===== config.mk =====
export PLATFORM = sky130hd
export DESIGN_NAME = power_clock_current_control
export DESIGN_NICKNAME = d
export VERILOG_FILES = /design/src/rtl/pwr_clk_pkg.sv /design/src/rtl/prescale_decode.sv /design/src/rtl/amp_override.sv /design/src/rtl/power_clock_current_control.sv
export SDC_FILE = /design/constraint.sdc
export NUM_CORES = 1
export LEC_CHECK = 0
export BUFFER_PORTS_ARGS = -buffer_cell sky130_fd_sc_hd__buf_2
export CAP_MARGIN = 15
export CORE_UTILIZATION = 37
export DETAILED_ROUTE_END_ITERATION = 8
export GPL_TIMING_DRIVEN = 0
export PLACE_DENSITY = 0.64
export SETUP_SLACK_MARGIN = 0.2
export SLEW_MARGIN = 20
export SYNTH_ARGS = -nofsm -noshare
export SYNTH_HDL_FRONTEND = slang
export SYNTH_HIERARCHICAL = 1
export SYNTH_SLANG_ARGS = --single-unit
export TNS_END_PERCENT = 50

===== constraint.sdc =====
create_clock -name clk_sys -period 4.6 [get_ports clk_sys]
set_input_delay 0.23 -clock clk_sys [delete_from_list [all_inputs] [get_ports clk_sys]]
set_output_delay 0.23 -clock clk_sys [all_outputs]
set_load 0.01 [all_outputs]

===== src/rtl/pwr_clk_pkg.sv =====
// Package: register map, field positions and types of the power/clock block
package pwr_clk_pkg;

	localparam int ADDR_W = 8;
	localparam int DATA_W = 16;

	// Register indices; the byte address is the index itself on this port
	localparam logic [7:0] ADDR_POWER      = 8'h31;
	localparam logic [7:0] ADDR_OSC        = 8'h32;
	localparam logic [7:0] ADDR_EXCITATION = 8'h33;
	localparam logic [7:0] ADDR_TMR_CFG    = 8'h34;

	// Power register fields
	localparam int PWR_FLASH_BIT = 12;
	localparam int PWR_ADC_BIT   = 8;
	localparam int PWR_DAC2_BIT  = 5;
	localparam int PWR_DAC1_BIT  = 4;
	localparam int PWR_AMP2_BIT  = 1;
	localparam int PWR_AMP1_BIT  = 0;
	localparam logic [15:0] PWR_MASK = 16'h1133;

	// Oscillator register fields
	localparam int OSC_TRIM_LSB = 8;
	localparam int OSC_TRIM_W   = 5;
	localparam int OSC_CKOUT_BIT = 0;
	localparam logic [15:0] OSC_MASK = 16'h1f01;

	// Excitation register field
	localparam int EXC_W = 3;
	localparam logic [15:0] EXC_MASK = 16'h0007;

	// Timer configuration: prescale code in upper nibble
	localparam int PS_LSB = 12;
	localparam int PS_W   = 4;
	localparam logic [15:0] TMR_CFG_MASK = 16'hffff;

	// Excitation step in microamps
	localparam logic [10:0] EXC_STEP_UA = 11'h0a7;

	localparam logic [15:0] REG_RESET = 16'h0000;
	localparam logic [15:0] READ_ZERO = 16'h0000;

	localparam int DIV_W = 9;

	typedef struct packed {
		logic flash_program_power;
		logic converter_in_power;
		logic chan2_converter_power;
		logic chan1_converter_power;
		logic chan2_amp_power;
		logic chan1_amp_power;
	} power_ctl_t;

	typedef struct packed {
		logic chan2_amp_on;
		logic chan1_amp_on;
		logic chan2_amp_buffer;
		logic chan1_amp_buffer;
	} amp_state_t;

	typedef enum logic [1:0] {
		CLK_EXTERNAL,
		CLK_INTERNAL_QUIET,
		CLK_INTERNAL_DRIVE
	} clk_mode_t;

endpackage : pwr_clk_pkg


===== src/rtl/prescale_decode.sv =====
// Prescaler code to divide ratio decoder
`timescale 1ns/1ps
`default_nettype none
module prescale_decode
	import pwr_clk_pkg::*;
(
	// Code in
	input  wire logic [PS_W-1:0]  prescale_code,
	// Ratio out
	output logic      [DIV_W-1:0] divide_ratio
);
	logic [DIV_W-1:0] pow2;

	always_comb begin
		pow2 = DIV_W'(1) << prescale_code[PS_W-1:1];
		if (prescale_code[0]) begin
			divide_ratio = DIV_W'(pow2 + (pow2 << 1)); // [RQ2]
		end else begin
			divide_ratio = pow2; // [RQ1]
		end
	end
endmodule : prescale_decode
`default_nettype wire


===== src/rtl/amp_override.sv =====
// Amplifier power and buffer override for one output channel
`timescale 1ns/1ps
`default_nettype none
module amp_override (
	// Controls
	input  wire logic converter_power,
	input  wire logic amp_power_bit,
	input  wire logic amp_buffer_mode,
	// Effective state
	output logic      amp_on,
	output logic      amp_buffer
);
	// A running converter needs its amplifier as a buffer
	assign amp_on     = converter_power | amp_power_bit; // [RQ9] [RQ10]
	assign amp_buffer = converter_power | amp_buffer_mode; // [RQ10]
endmodule : amp_override
`default_nettype wire


===== src/rtl/power_clock_current_control.sv =====
// Power enables, excitation current, oscillator trim and clock pin control
//
// Notes on behaviour
// RQ1 - Even prescale code divides by two to the upper three bits, 1 to 128.
// RQ2 - Odd prescale code divides by three times that power, 3 to 384.
// RQ3 - Prescale code is the upper nibble of the timer configuration word.
// RQ4 - Excitation register holds a 3-bit level in bits 2..0.
// RQ5 - Excitation level maps to 167 uA steps; zero switches source off.
// RQ6 - Power bit 12 enables flash program and erase power.
// RQ7 - Power bit 8 enables converter input (ADC) power.
// RQ8 - Power bits 5 and 4 power channel two and one output converters.
// RQ9 - Power bits 1 and 0 power channel amplifiers; off means high impedance.
// RQ10 - Enabled converter forces its amplifiers on and in buffer mode.
// RQ11 - Oscillator trim is a 5-bit two's-complement field, bits 12..8.
// RQ12 - Trim zero is nominal; positive raises, negative lowers frequency.
// RQ13 - Oscillator bit 0 enables driving internal clock onto clock pin.
// RQ14 - Select pin low halts oscillator; clock pin is an input.
// RQ15 - Select pin low requires an external running clock on the pin.
// RQ16 - Select high, output off: oscillator runs, pin high impedance.
// RQ17 - Select high, output on: oscillator runs and drives the pin.
// RQ18 - Unused bits read zero; writes to them have no effect.
//
// Design decision made here: the address-and-strobe port.
`timescale 1ns/1ps
`default_nettype none
module power_clock_current_control
	import pwr_clk_pkg::*;
(
	// Clock and reset
	input  wire logic              clk_sys,
	input  wire logic              rst,
	// Register port
	input  wire logic [ADDR_W-1:0] reg_addr,
	input  wire logic [DATA_W-1:0] reg_wdata,
	input  wire logic              reg_wr,
	input  wire logic              reg_rd,
	output logic      [DATA_W-1:0] reg_rdata,
	// Clock pin and select strap
	input  wire logic              clock_source_select_pin,
	input  wire logic              osc_clk,
	input  wire logic              clock_pin_in,
	output logic                   clock_pin_out,
	output logic                   clock_pin_oe,
	output logic                   osc_run,
	output logic                   core_clk_from_pin,
	output logic signed [OSC_TRIM_W-1:0] osc_trim,
	// Analog power controls
	output power_ctl_t             power_ctl,
	input  wire logic              chan1_buffer_bit,
	input  wire logic              chan2_buffer_bit,
	output amp_state_t             amp_state,
	// Excitation source
	output logic      [EXC_W-1:0]  excitation_level,
	output logic                   excitation_on,
	output logic      [10:0]       excitation_ua,
	// Timer prescaler
	output logic      [PS_W-1:0]   prescale_code,
	output logic      [DIV_W-1:0]  divide_ratio
);

	////////////////////////////////////////////////////////////////////////
	// Register storage

	logic [DATA_W-1:0] power_reg;
	logic [DATA_W-1:0] osc_reg;
	logic [DATA_W-1:0] exc_reg;
	logic [DATA_W-1:0] tmr_cfg_reg;

	always_ff @(posedge clk_sys or posedge rst) begin
		if (rst) begin
			power_reg <= REG_RESET;
		end else if (reg_wr && reg_addr == ADDR_POWER) begin
			power_reg <= reg_wdata & PWR_MASK; // [RQ18]
		end
	end

	always_ff @(posedge clk_sys or posedge rst) begin
		if (rst) begin
			osc_reg <= REG_RESET;
		end else if (reg_wr && reg_addr == ADDR_OSC) begin
			osc_reg <= reg_wdata & OSC_MASK; // [RQ18]
		end
	end

	always_ff @(posedge clk_sys or posedge rst) begin
		if (rst) begin
			exc_reg <= REG_RESET;
		end else if (reg_wr && reg_addr == ADDR_EXCITATION) begin
			exc_reg <= reg_wdata & EXC_MASK; // [RQ4] [RQ18]
		end
	end

	always_ff @(posedge clk_sys or posedge rst) begin
		if (rst) begin
			tmr_cfg_reg <= REG_RESET;
		end else if (reg_wr && reg_addr == ADDR_TMR_CFG) begin
			tmr_cfg_reg <= reg_wdata & TMR_CFG_MASK;
		end
	end

	////////////////////////////////////////////////////////////////////////
	// Read port: data one cycle after the strobe, zero otherwise

	logic [DATA_W-1:0] next_rdata;

	always_comb begin
		case (reg_addr)
			ADDR_POWER:      next_rdata = power_reg;
			ADDR_OSC:        next_rdata = osc_reg;
			ADDR_EXCITATION: next_rdata = exc_reg;
			ADDR_TMR_CFG:    next_rdata = tmr_cfg_reg;
			default:         next_rdata = READ_ZERO; // [RQ18]
		endcase
	end

	always_ff @(posedge clk_sys or posedge rst) begin
		if (rst) begin
			reg_rdata <= READ_ZERO;
		end else if (reg_rd) begin
			reg_rdata <= next_rdata;
		end else begin
			reg_rdata <= READ_ZERO;
		end
	end

	////////////////////////////////////////////////////////////////////////
	// Power controls

	always_comb begin
		power_ctl.flash_program_power   = power_reg[PWR_FLASH_BIT]; // [RQ6]
		power_ctl.converter_in_power    = power_reg[PWR_ADC_BIT]; // [RQ7]
		power_ctl.chan2_converter_power = power_reg[PWR_DAC2_BIT]; // [RQ8]
		power_ctl.chan1_converter_power = power_reg[PWR_DAC1_BIT]; // [RQ8]
		power_ctl.chan2_amp_power       = power_reg[PWR_AMP2_BIT]; // [RQ9]
		power_ctl.chan1_amp_power       = power_reg[PWR_AMP1_BIT]; // [RQ9]
	end

	amp_override u_chan1_amp (
		.converter_power (power_reg[PWR_DAC1_BIT]),
		.amp_power_bit   (power_reg[PWR_AMP1_BIT]),
		.amp_buffer_mode (chan1_buffer_bit),
		.amp_on          (amp_state.chan1_amp_on),
		.amp_buffer      (amp_state.chan1_amp_buffer)
	);

	amp_override u_chan2_amp (
		.converter_power (power_reg[PWR_DAC2_BIT]),
		.amp_power_bit   (power_reg[PWR_AMP2_BIT]),
		.amp_buffer_mode (chan2_buffer_bit),
		.amp_on          (amp_state.chan2_amp_on),
		.amp_buffer      (amp_state.chan2_amp_buffer)
	);

	////////////////////////////////////////////////////////////////////////
	// Excitation current

	assign excitation_level = exc_reg[EXC_W-1:0]; // [RQ4]
	assign excitation_on    = |exc_reg[EXC_W-1:0]; // [RQ5]
	// Magnitude of sourced current in microamps
	assign excitation_ua    = 11'(EXC_STEP_UA * exc_reg[EXC_W-1:0]); // [RQ5]

	////////////////////////////////////////////////////////////////////////
	// Oscillator trim and clock pin

	// Analog trim takes the code as signed; ordering is monotonic
	assign osc_trim = $signed(osc_reg[OSC_TRIM_LSB +: OSC_TRIM_W]); // [RQ11] [RQ12]

	clk_mode_t clk_mode;

	always_comb begin
		if (!clock_source_select_pin) begin
			clk_mode = CLK_EXTERNAL; // [RQ14]
		end else if (osc_reg[OSC_CKOUT_BIT]) begin
			clk_mode = CLK_INTERNAL_DRIVE; // [RQ13] [RQ17]
		end else begin
			clk_mode = CLK_INTERNAL_QUIET; // [RQ16]
		end
	end

	always_comb begin
		case (clk_mode)
			CLK_EXTERNAL: begin
				// Core relies on the far side clocking the pin [RQ15]
				osc_run           = 1'b0; // [RQ14]
				clock_pin_oe      = 1'b0;
				core_clk_from_pin = 1'b1;
			end
			CLK_INTERNAL_DRIVE: begin
				osc_run           = 1'b1;
				clock_pin_oe      = 1'b1; // [RQ17]
				core_clk_from_pin = 1'b0;
			end
			CLK_INTERNAL_QUIET: begin
				osc_run           = 1'b1;
				clock_pin_oe      = 1'b0; // [RQ16]
				core_clk_from_pin = 1'b0;
			end
			default: begin
				osc_run           = 1'b1;
				clock_pin_oe      = 1'b0;
				core_clk_from_pin = 1'b0;
			end
		endcase
	end

	// Pin driver path is combinational; the oscillator is a free analog clock
	assign clock_pin_out = clock_pin_oe & osc_clk; // [RQ13]

	////////////////////////////////////////////////////////////////////////
	// Timer prescaler

	assign prescale_code = tmr_cfg_reg[PS_LSB +: PS_W]; // [RQ3]

	prescale_decode u_prescale (
		.prescale_code (tmr_cfg_reg[PS_LSB +: PS_W]),
		.divide_ratio  (divide_ratio)
	);

	// Pin input is consumed by the clock mux outside this block
	logic unused_pin_in;
	assign unused_pin_in = clock_pin_in;

endmodule : power_clock_current_control
`default_nettype wire


==> metrics.md, run 1 <==
| Metric | Value |
|---|---|
| CTS tree | yes |
| Layout area overhead | 27.8% |
| Switching share of power | 0.270 |
| Post-synthesis sequential area ratio | 0.468 |
| Hold EP | osc_reg[11] |
| Fmax | around 0.32 GHz |
| Worst vdd ir | approximately 0.16 mV |
| Detail Placement HPWL | ~4100 um |
| Reg power frac | 0.541 |
| Met2 Use GR | 0.272 |
| Worst hold path startpoint | reg_wdata[11] |
| Syn Nets | approximately 250 |
| Clk sink count | 47 |
| Top FF cell, synth | dfrtp_1 |
| DIE HEIGHT | around 84 um |
| Clock network power share | 0.318 |
| Worst min-delay path class | primary input to register |
| Number of enable flip-flop cells after synthesis | 0 |
| Vias per cell | 4.96 |
| Max Cap Violations | 0 |
| Reg-to-reg slack, setup | about 3.4 ns |
| H-Tree Depth | 2 |
| Root Buffer | clkbuf_8 |
| Leak | between 1.5 and 2 nW |
| Commonest non-fill, non-tap cell in the layout | buf_2 |
| Worst Setup Slack, final | approximately 1.5 ns |
| Maximum number of pins on one net before global-route repair | 25 |
| Max Slew Vio Count | 0 |
| Status | finished, violations left |
| Multi-input logic area | about 1200 um^2 |
| Area share of the largest cell type after synthesis | 0.468 |
| Final setup violation count | 0 |
| Met3 GRT Util | 0.0344 |
| PwrDens | 253 nW/um^2 |
| Number of global-route vias before repair | between 1.5k and 2k |
| Reg-to-Reg End | reg_rdata[0] |
| Global-route wire length before repair | about 9000 um |
| Core area | 6460 um^2 |
| Final Hold Viols | 0 |
| Fillers | around 640 |
| WL/cell | between 10 and 15 um |
| Clk_lat worst skew | 0.30 ns |
| Slew @ Worst Pin | ~0.54 ns |
| Final Cycle Share | 0.678 |
| Initial antenna violation count | 0 |
| Largest cells by area after synthesis | dfrtp_1, mux2_2, mux2_4 |
| Switching power | 0.220 mW |
| Failing checks | design-rule violations |
| CTS Buffer Depth | 2 |
| Worst slew margin | 0.639 |
| Share of cells above drive strength 1 | 0.476 |
| 1st-pass router iterations | 6 |
| Post-layout nets | approximately 360 |
| Worst EP required | about 4.4 ns |
| Cells on worst reg2reg path | 4 |
| Clock slew at reported path FFs | approximately 0.10 ns |
| Total number of vias | a little under 2k |
| Synth warnings | 6 |
| Routed Antenna Nets | 0 |
| Power Internal | around 0.59 mW |
| Die ar. | ~7100 um^2 |
| Total wire length | 5360 um |
| Most frequent cells in the layout | buf_2, dfrtp_1, nor2_1 |
| Minimum clock period | about 3.1 ns |
| Hold depth | 2 |
| Mapped Area | between 2000 and 3000 um^2 |
| WHS | 0.154 ns |
| Most Crowded Layer GR | met2 |
| Critical Path Start Type | register |
| Remaining global-route overflow | 0 |
| Crit. End Element | output port |
| Synth Instances | ~210 |
| Skew final | roughly 0.010 ns |
| I/O Pins | 96 |
| Synthesized flop and latch total | 47 |
| Largest area contributor in the netlist | dfrtp_1 |
| Worst Path Arrival | approximately 2.9 ns |
| Grt met1 use | 0.204 |
| 1st-iter DRT viols | 54 |
| CTS buffer count | 5 |
| Pre-CTS setup slack | between 1.5 and 2 ns |
| Placer Congestion | 0.839 |
| Asr flop ratio synth | 1.00 |
| Total negative slack | 0 ns |
| Post-synth cell types | 45 |
| Setup bufs post-CTS | 0 |
| # DRC | 5 |
| Worst r2r src | osc_reg[0] |
| Comb pwr share | 0.141 |
| Diodes inserted | 0 |
| I/O Buffers | 94 |
| Crit Path Max Fanout | 9 |
| Crit path kind | register to output port |
| Average size of a mapped cell | about 12 um^2 |
| GRT Total Usage | 0.158 |
| Sequential cell area | 1180 um^2 |
| Starting Density | 0.389 |
| RSZ-0062 raised after global routing | no |
| Final core occ | 0.497 |
| Site Rows | 29 |
| Die Wd | about 84 um |
-- synthesized netlist by cell type (4+ instances only) --
library cell,number
mux2_2,15
xnor2_1,5
buf_4,11
a22oi_1,9
mux2_4,10
nor2_1,16
mux2_1,6
dfrtp_1,47
or2_1,4
inv_1,10
ha_1,9
and3_1,7
nand2_1,7
-- layer usage --
layer,wire (um),share of wire,vias to the layer above
li1,-,-,933
met1,2430,0.45,939
met2,2610,0.49,57
met3,276,0.052,4
met4,41,0.0077,0
met5,0,0,-
-- worst max-delay path, cell delays in order, from the launching register on --
cell     delay, ns
dfrtp_1       0.57
inv_1         0.17
fa_1          0.55
inv_1         0.04
ha_1          0.21
fa_1          0.40
a21oi_1       0.21
nor3_1        0.09
a21oi_1       0.15
nor2_1        0.05
buf_2         0.14
-- power by group through the flow --
stage                     Combinational (mW)  Sequential, mW  Clock [mW]
after CTS                              0.117           0.440       0.272
after global routing                   0.128           0.442       0.288
after global placement                 0.112           0.448           0
final                                  0.115           0.440       0.259
after detailed placement               0.117           0.448           0
after floorplan                       0.0663           0.446           0
-- worst max path at each step --
stage,from,endpoint,slack (ns),depth (start not counted)
after global routing,exc_reg[0],excitation_ua[10],1.31,10
after global placement,exc_reg[0],excitation_ua[10],1.81,10
after CTS,exc_reg[0],excitation_ua[10],1.45,10
after detailed placement,exc_reg[0],excitation_ua[10],1.80,10
final,exc_reg[0],excitation_ua[10],1.48,10
after floorplan,exc_reg[0],excitation_ua[8],2.04,8
-- metrics by stage --
stage	power, mW	instances	instance area, um^2
final	0.814	390	3210
after CTS	0.830	390	3210
after global placement	0.560	380	3080
after detailed placement	0.565	381	3110
after floorplan	0.512	209	2510
after global routing	0.859	390	3210
-- cell type report --
type / instances / share of cell area
flip-flops and latches: 47 / 0.366
multi-input cells: 137 / 0.369
plain buffers: 15 / 0.0351
repair buffers: 96 / 0.158
clock inverters: 3 / 0.00779
inverters: 10 / 0.0117
clock buffers: 5 / 0.0214
well taps: 77 / 0.0300
-- logic make-up (layout without fill, tap and decap cells) --
logic type               after synthesis  after routing  synth area share
buffers and inverters                 25            129            0.0598
XOR/XNOR                               7              7            0.0244
adder cells (fa/ha/maj)               12             12            0.0687
AND/OR/NAND/NOR                       62             62             0.152
flip-flops                            47             47             0.468
multiplexers                          31             31             0.154
AO/OA/AOI/OAI                         25             25            0.0727
-- repair_timing --
action / CTS / global route
hold endpoints to repair: 23 / 0
hold buffers: 1 / 0
resized for setup: 0 / 0
Power figures use the tool's default switching activity.
==> run 2: changes to the inputs <==
--- a/config.mk
+++ b/config.mk
@@ -5,12 +5,13 @@
 export SDC_FILE = /design/constraint.sdc
 export NUM_CORES = 1
 export LEC_CHECK = 0
+export ABC_AREA = 1
 export BUFFER_PORTS_ARGS = -buffer_cell sky130_fd_sc_hd__buf_2
 export CAP_MARGIN = 15
 export CORE_UTILIZATION = 37
 export DETAILED_ROUTE_END_ITERATION = 8
 export GPL_TIMING_DRIVEN = 0
-export PLACE_DENSITY = 0.64
+export PLACE_DENSITY = 0.66
 export SETUP_SLACK_MARGIN = 0.2
 export SLEW_MARGIN = 20
 export SYNTH_ARGS = -nofsm -noshare
==> constraint.sdc (replaced) <==
create_clock -name clk_sys -period 2.8 [get_ports clk_sys]
set_input_delay 0.14 -clock clk_sys [delete_from_list [all_inputs] [get_ports clk_sys]]
set_output_delay 0.14 -clock clk_sys [all_outputs]
set_load 0.01 [all_outputs]
==> metrics.md, run 2 <==
| Metric | Value |
|---|---|
| Critical Path Start Type | register (unchanged) |
| Core area | 6910 um^2 (was 6460 um^2) |
| Clock slew at reported path FFs | 0.09 ns (was 0.10 ns) |
| Remaining global-route overflow | 0 (unchanged) |
| Largest cells by area after synthesis | dfrtp_1, nand2_1, nand3_1 (was dfrtp_1, mux2_2, mux2_4) |
| Top-count cell post-synth | nand2_1 (was dfrtp_1) |
| Number of enable flip-flop cells after synthesis | 0 (unchanged) |
| WL/cell | 12.4 um (was 13.7 um) |
| Average size of a mapped cell | 7.88 um^2 (was 12.0 um^2) |
| Clock network power share | 0.390 (was 0.318) |
| Placer Congestion | 0.804 (was 0.839) |
| Comb pwr share | 0.137 (was 0.141) |
| Clk_lat worst skew | 0.31 ns (was 0.30 ns) |
| CTS buffer count | 5 (unchanged) |
| Synthesized flop and latch total | 47 (unchanged) |
| Area share of the largest cell type after synthesis | 0.438 (was 0.468) |
| Final setup violation count | 0 (unchanged) |
| Status | finished clean (was finished, violations left) |
| Total wire length | 6760 um (was 5360 um) |
| PwrDens | 436 nW/um^2 (was 253 nW/um^2) |
| Switching share of power | 0.252 (was 0.270) |
| Total negative slack | 0 ns (unchanged) |
| 1st-iter DRT viols | 140 (was 54) |
| CP max-delay cell | fa_1 (was dfrtp_1) |
| Vias per cell | 4.63 (was 4.96) |
| Max Cap Violations | 0 (unchanged) |
| Total number of vias | 2,527 (was 1,933) |
| Switching power | 0.384 mW (was 0.220 mW) |
| CTS tree | yes (unchanged) |
| Power Internal | 1.14 mW (was 0.594 mW) |
| Worst stage delay on the critical path | 0.53 ns (was 0.57 ns) |
| Most frequent cells in the layout | nand2_1, buf_2, nand3_1 (was buf_2, dfrtp_1, nor2_1) |
| Number of global-route vias before repair | 2,317 (was 1,934) |
| Reg power frac | 0.473 (was 0.541) |
| Clk sink count | 47 (unchanged) |
| Root Buffer | clkbuf_8 (unchanged) |
| Final Hold Viols | 0 (unchanged) |
| Mapped Area | 2690 um^2 (was 2510 um^2) |
| Most frequent CP cell | nand3_2 |
| Worst vdd ir | 0.239 mV (was 0.159 mV) |
| Detail Placement HPWL | 5020 um (was 4140 um) |
| Maximum number of pins on one net before global-route repair | 30 (was 25) |
| Worst Path Arrival | 2.40 ns (was 2.89 ns) |
| Share of cells above drive strength 1 | 0.344 (was 0.476) |
| Diodes inserted | 0 (unchanged) |
| RSZ-0062 raised after global routing | yes (was no) |
| Worst-path cell chain | inv_2, fa_1, inv_1, ha_2, fa_2, nand3_2, nand2_2, nand3_2, xnor2_1, buf_2 (was inv_1, fa_1, inv_1, ha_1, fa_1, a21oi_1, nor3_1, a21oi_1, nor2_1, buf_2) |
| Post-layout nets | 494 (was 357) |
| Synth Instances | 341 (was 209) |
| Skew final | 0.00407 ns (was 0.0105 ns) |
| 1st-pass router iterations | 4 (was 6) |
| Grt met1 use | 0.258 (was 0.204) |
| Asr flop ratio synth | 1.00 (unchanged) |
| Leak | 2.13 nW (was 1.81 nW) |
| Commonest cells in the netlist | nand2_1, nand3_1, dfrtp_1 (was dfrtp_1, nor2_1, mux2_2) |
| CTS Buffer Depth | 2 (unchanged) |
| Largest area contributor in the netlist | dfrtp_1 (unchanged) |
| Die Wd | 87.2 um (was 84.4 um) |
| Layout area overhead | 30.2% (was 27.8%) |
| Synth warnings | 6 (unchanged) |
| Crit. End Element | output port (unchanged) |
| Fmax | between 0.3 and 0.4 GHz |
| Die ar. | 7610 um^2 (was 7120 um^2) |
| Site Rows | 30 (was 29) |
| Global-route wire length before repair | 11,000 um (was 8940 um) |
| Max Slew Vio Count | 0 (unchanged) |
| Crit Path Max Fanout | 3 (was 9) |
| Commonest non-fill, non-tap cell in the layout | nand2_1 (was buf_2) |
| Final total power | 1.53 mW (was 0.814 mW) |
| H-Tree Depth | 2 (unchanged) |
| Final Cycle Share | 0.909 |
| DIE HEIGHT | 87.2 um (was 84.4 um) |
| Most Crowded Layer GR | met2 (unchanged) |
| Minimum clock period | ~2.5 ns |
| Slew @ Worst Pin | 0.445 ns (was 0.541 ns) |
| Worst EP required | 2.66 ns (was 4.37 ns) |
| Initial antenna violation count | 0 (unchanged) |
| I/O Buffers | 94 (unchanged) |
| Crit path kind | register to output port (unchanged) |
| Post-synthesis sequential area ratio | 0.438 (was 0.468) |
| Post-synth cell types | 27 (was 45) |
| GRT Total Usage | 0.189 (was 0.158) |
| Worst min-delay path class | primary input to register (unchanged) |
| Routed Antenna Nets | 0 (unchanged) |
| Hold depth | 3 (was 2) |
| I/O Pins | 96 (unchanged) |
| Worst slew margin | 0.703 (was 0.639) |
| Cells on worst reg2reg path | 6 (was 4) |
| # DRC | 0 (was 5) |
| Syn Nets | 386 (was 254) |
| Met2 Use GR | 0.305 (was 0.272) |
| Top FF cell, synth | dfrtp_1 (unchanged) |
| Starting Density | 0.389 (about the same) |
| Met3 GRT Util | 0.0332 (was 0.0344) |
## run 2: cell types whose count changed after synthesis, sizes merged, moves of 6 or more
cell   before  now
mux2       31    0
nor3        7    0
nand3       2   52
and3        7    1
inv        10   43
a22oi       9    0
nand2       8  114
o21ai       2    8
nor2       17   32
## run 2: what timing repair did
item,CTS,global route
pin swaps,0,3
setup buffers,3,2
setup endpoints to repair,6,2
gates resized for setup,6,5
hold buffers,1,0
endpoints found under the hold margin,18,0
## run 2: critical path: cells and delay by family, from the launching register on
family	cells	cell delay (ns)
buffers and inverters	3	0.25
XOR/XNOR	1	0.11
adder cells (fa/ha/maj)	3	1.12
AND/OR/NAND/NOR	3	0.23
flip-flops	1	0.38
## run 2: power groups by stage
stage	sequential, mW	combinational [mW]	clock (mW)
floorplan	0.734	0.113	0
global placement	0.739	0.191	0
detailed placement	0.740	0.200	0
CTS	0.721	0.211	0.605
global route	0.725	0.236	0.624
finish	0.722	0.209	0.594
## run 2: metal layers
metal	wire, um	up-vias
met2	3260	87
met3	424	8
met1	3020	1175
met5	0	-
met4	64	0
li1	-	1257
## run 2: worst paths after layout
kind	slack (ns)	endpoint	startpoint
max in group asynchronous	1.93	exc_reg[1]	rst
setup / recovery	0.26	excitation_ua[8]	exc_reg[0]
setup reg to reg	1.69	reg_rdata[0]	exc_reg[0]
hold reg to reg	0.48	tmr_cfg_reg[7]	tmr_cfg_reg[7]
min in group asynchronous	0.37	reg_rdata[11]	rst
hold / removal	0.05	tmr_cfg_reg[6]	reg_wdata[6]
## run 2: logic make-up (layout without fill, tap and decap cells)
kind of cell    Yosys count  count (layout)  share of synthesized area
simple gates            200             200                      0.335
flops                    47              47                      0.438
compound gates           14              14                     0.0261
buf+inv                  62             171                      0.117
fa+ha+maj                12              12                     0.0642
xor+xnor                  6               6                     0.0196
## run 2: through the flow
step | hold WS (ns) | instance area (um^2) | utilization | setup WS, ns | instances
floorplan | 0.244 | 2690 | - | 0.376 | 341
global placement | 0.369 | 3280 | 0.475 | 0.155 | 531
global route | 0.0669 | 3500 | 0.507 | 0.177 | 546
finish | 0.0520 | 3500 | 0.507 | 0.256 | 546
detailed placement | 0.167 | 3300 | 0.478 | 0.111 | 532
CTS | 0.0497 | 3470 | 0.503 | 0.206 | 544
## run 2: area by class of cell
type                    instances  area (um^2)
fillers                       718         3410
flip-flops and latches         47         1180
repair buffers                101          538
well taps                      96          120
multi-input cells             232         1210
clock inverters                 2         60.1
inverters                      43          166
clock buffers                   6         72.6
plain buffers                  19          149
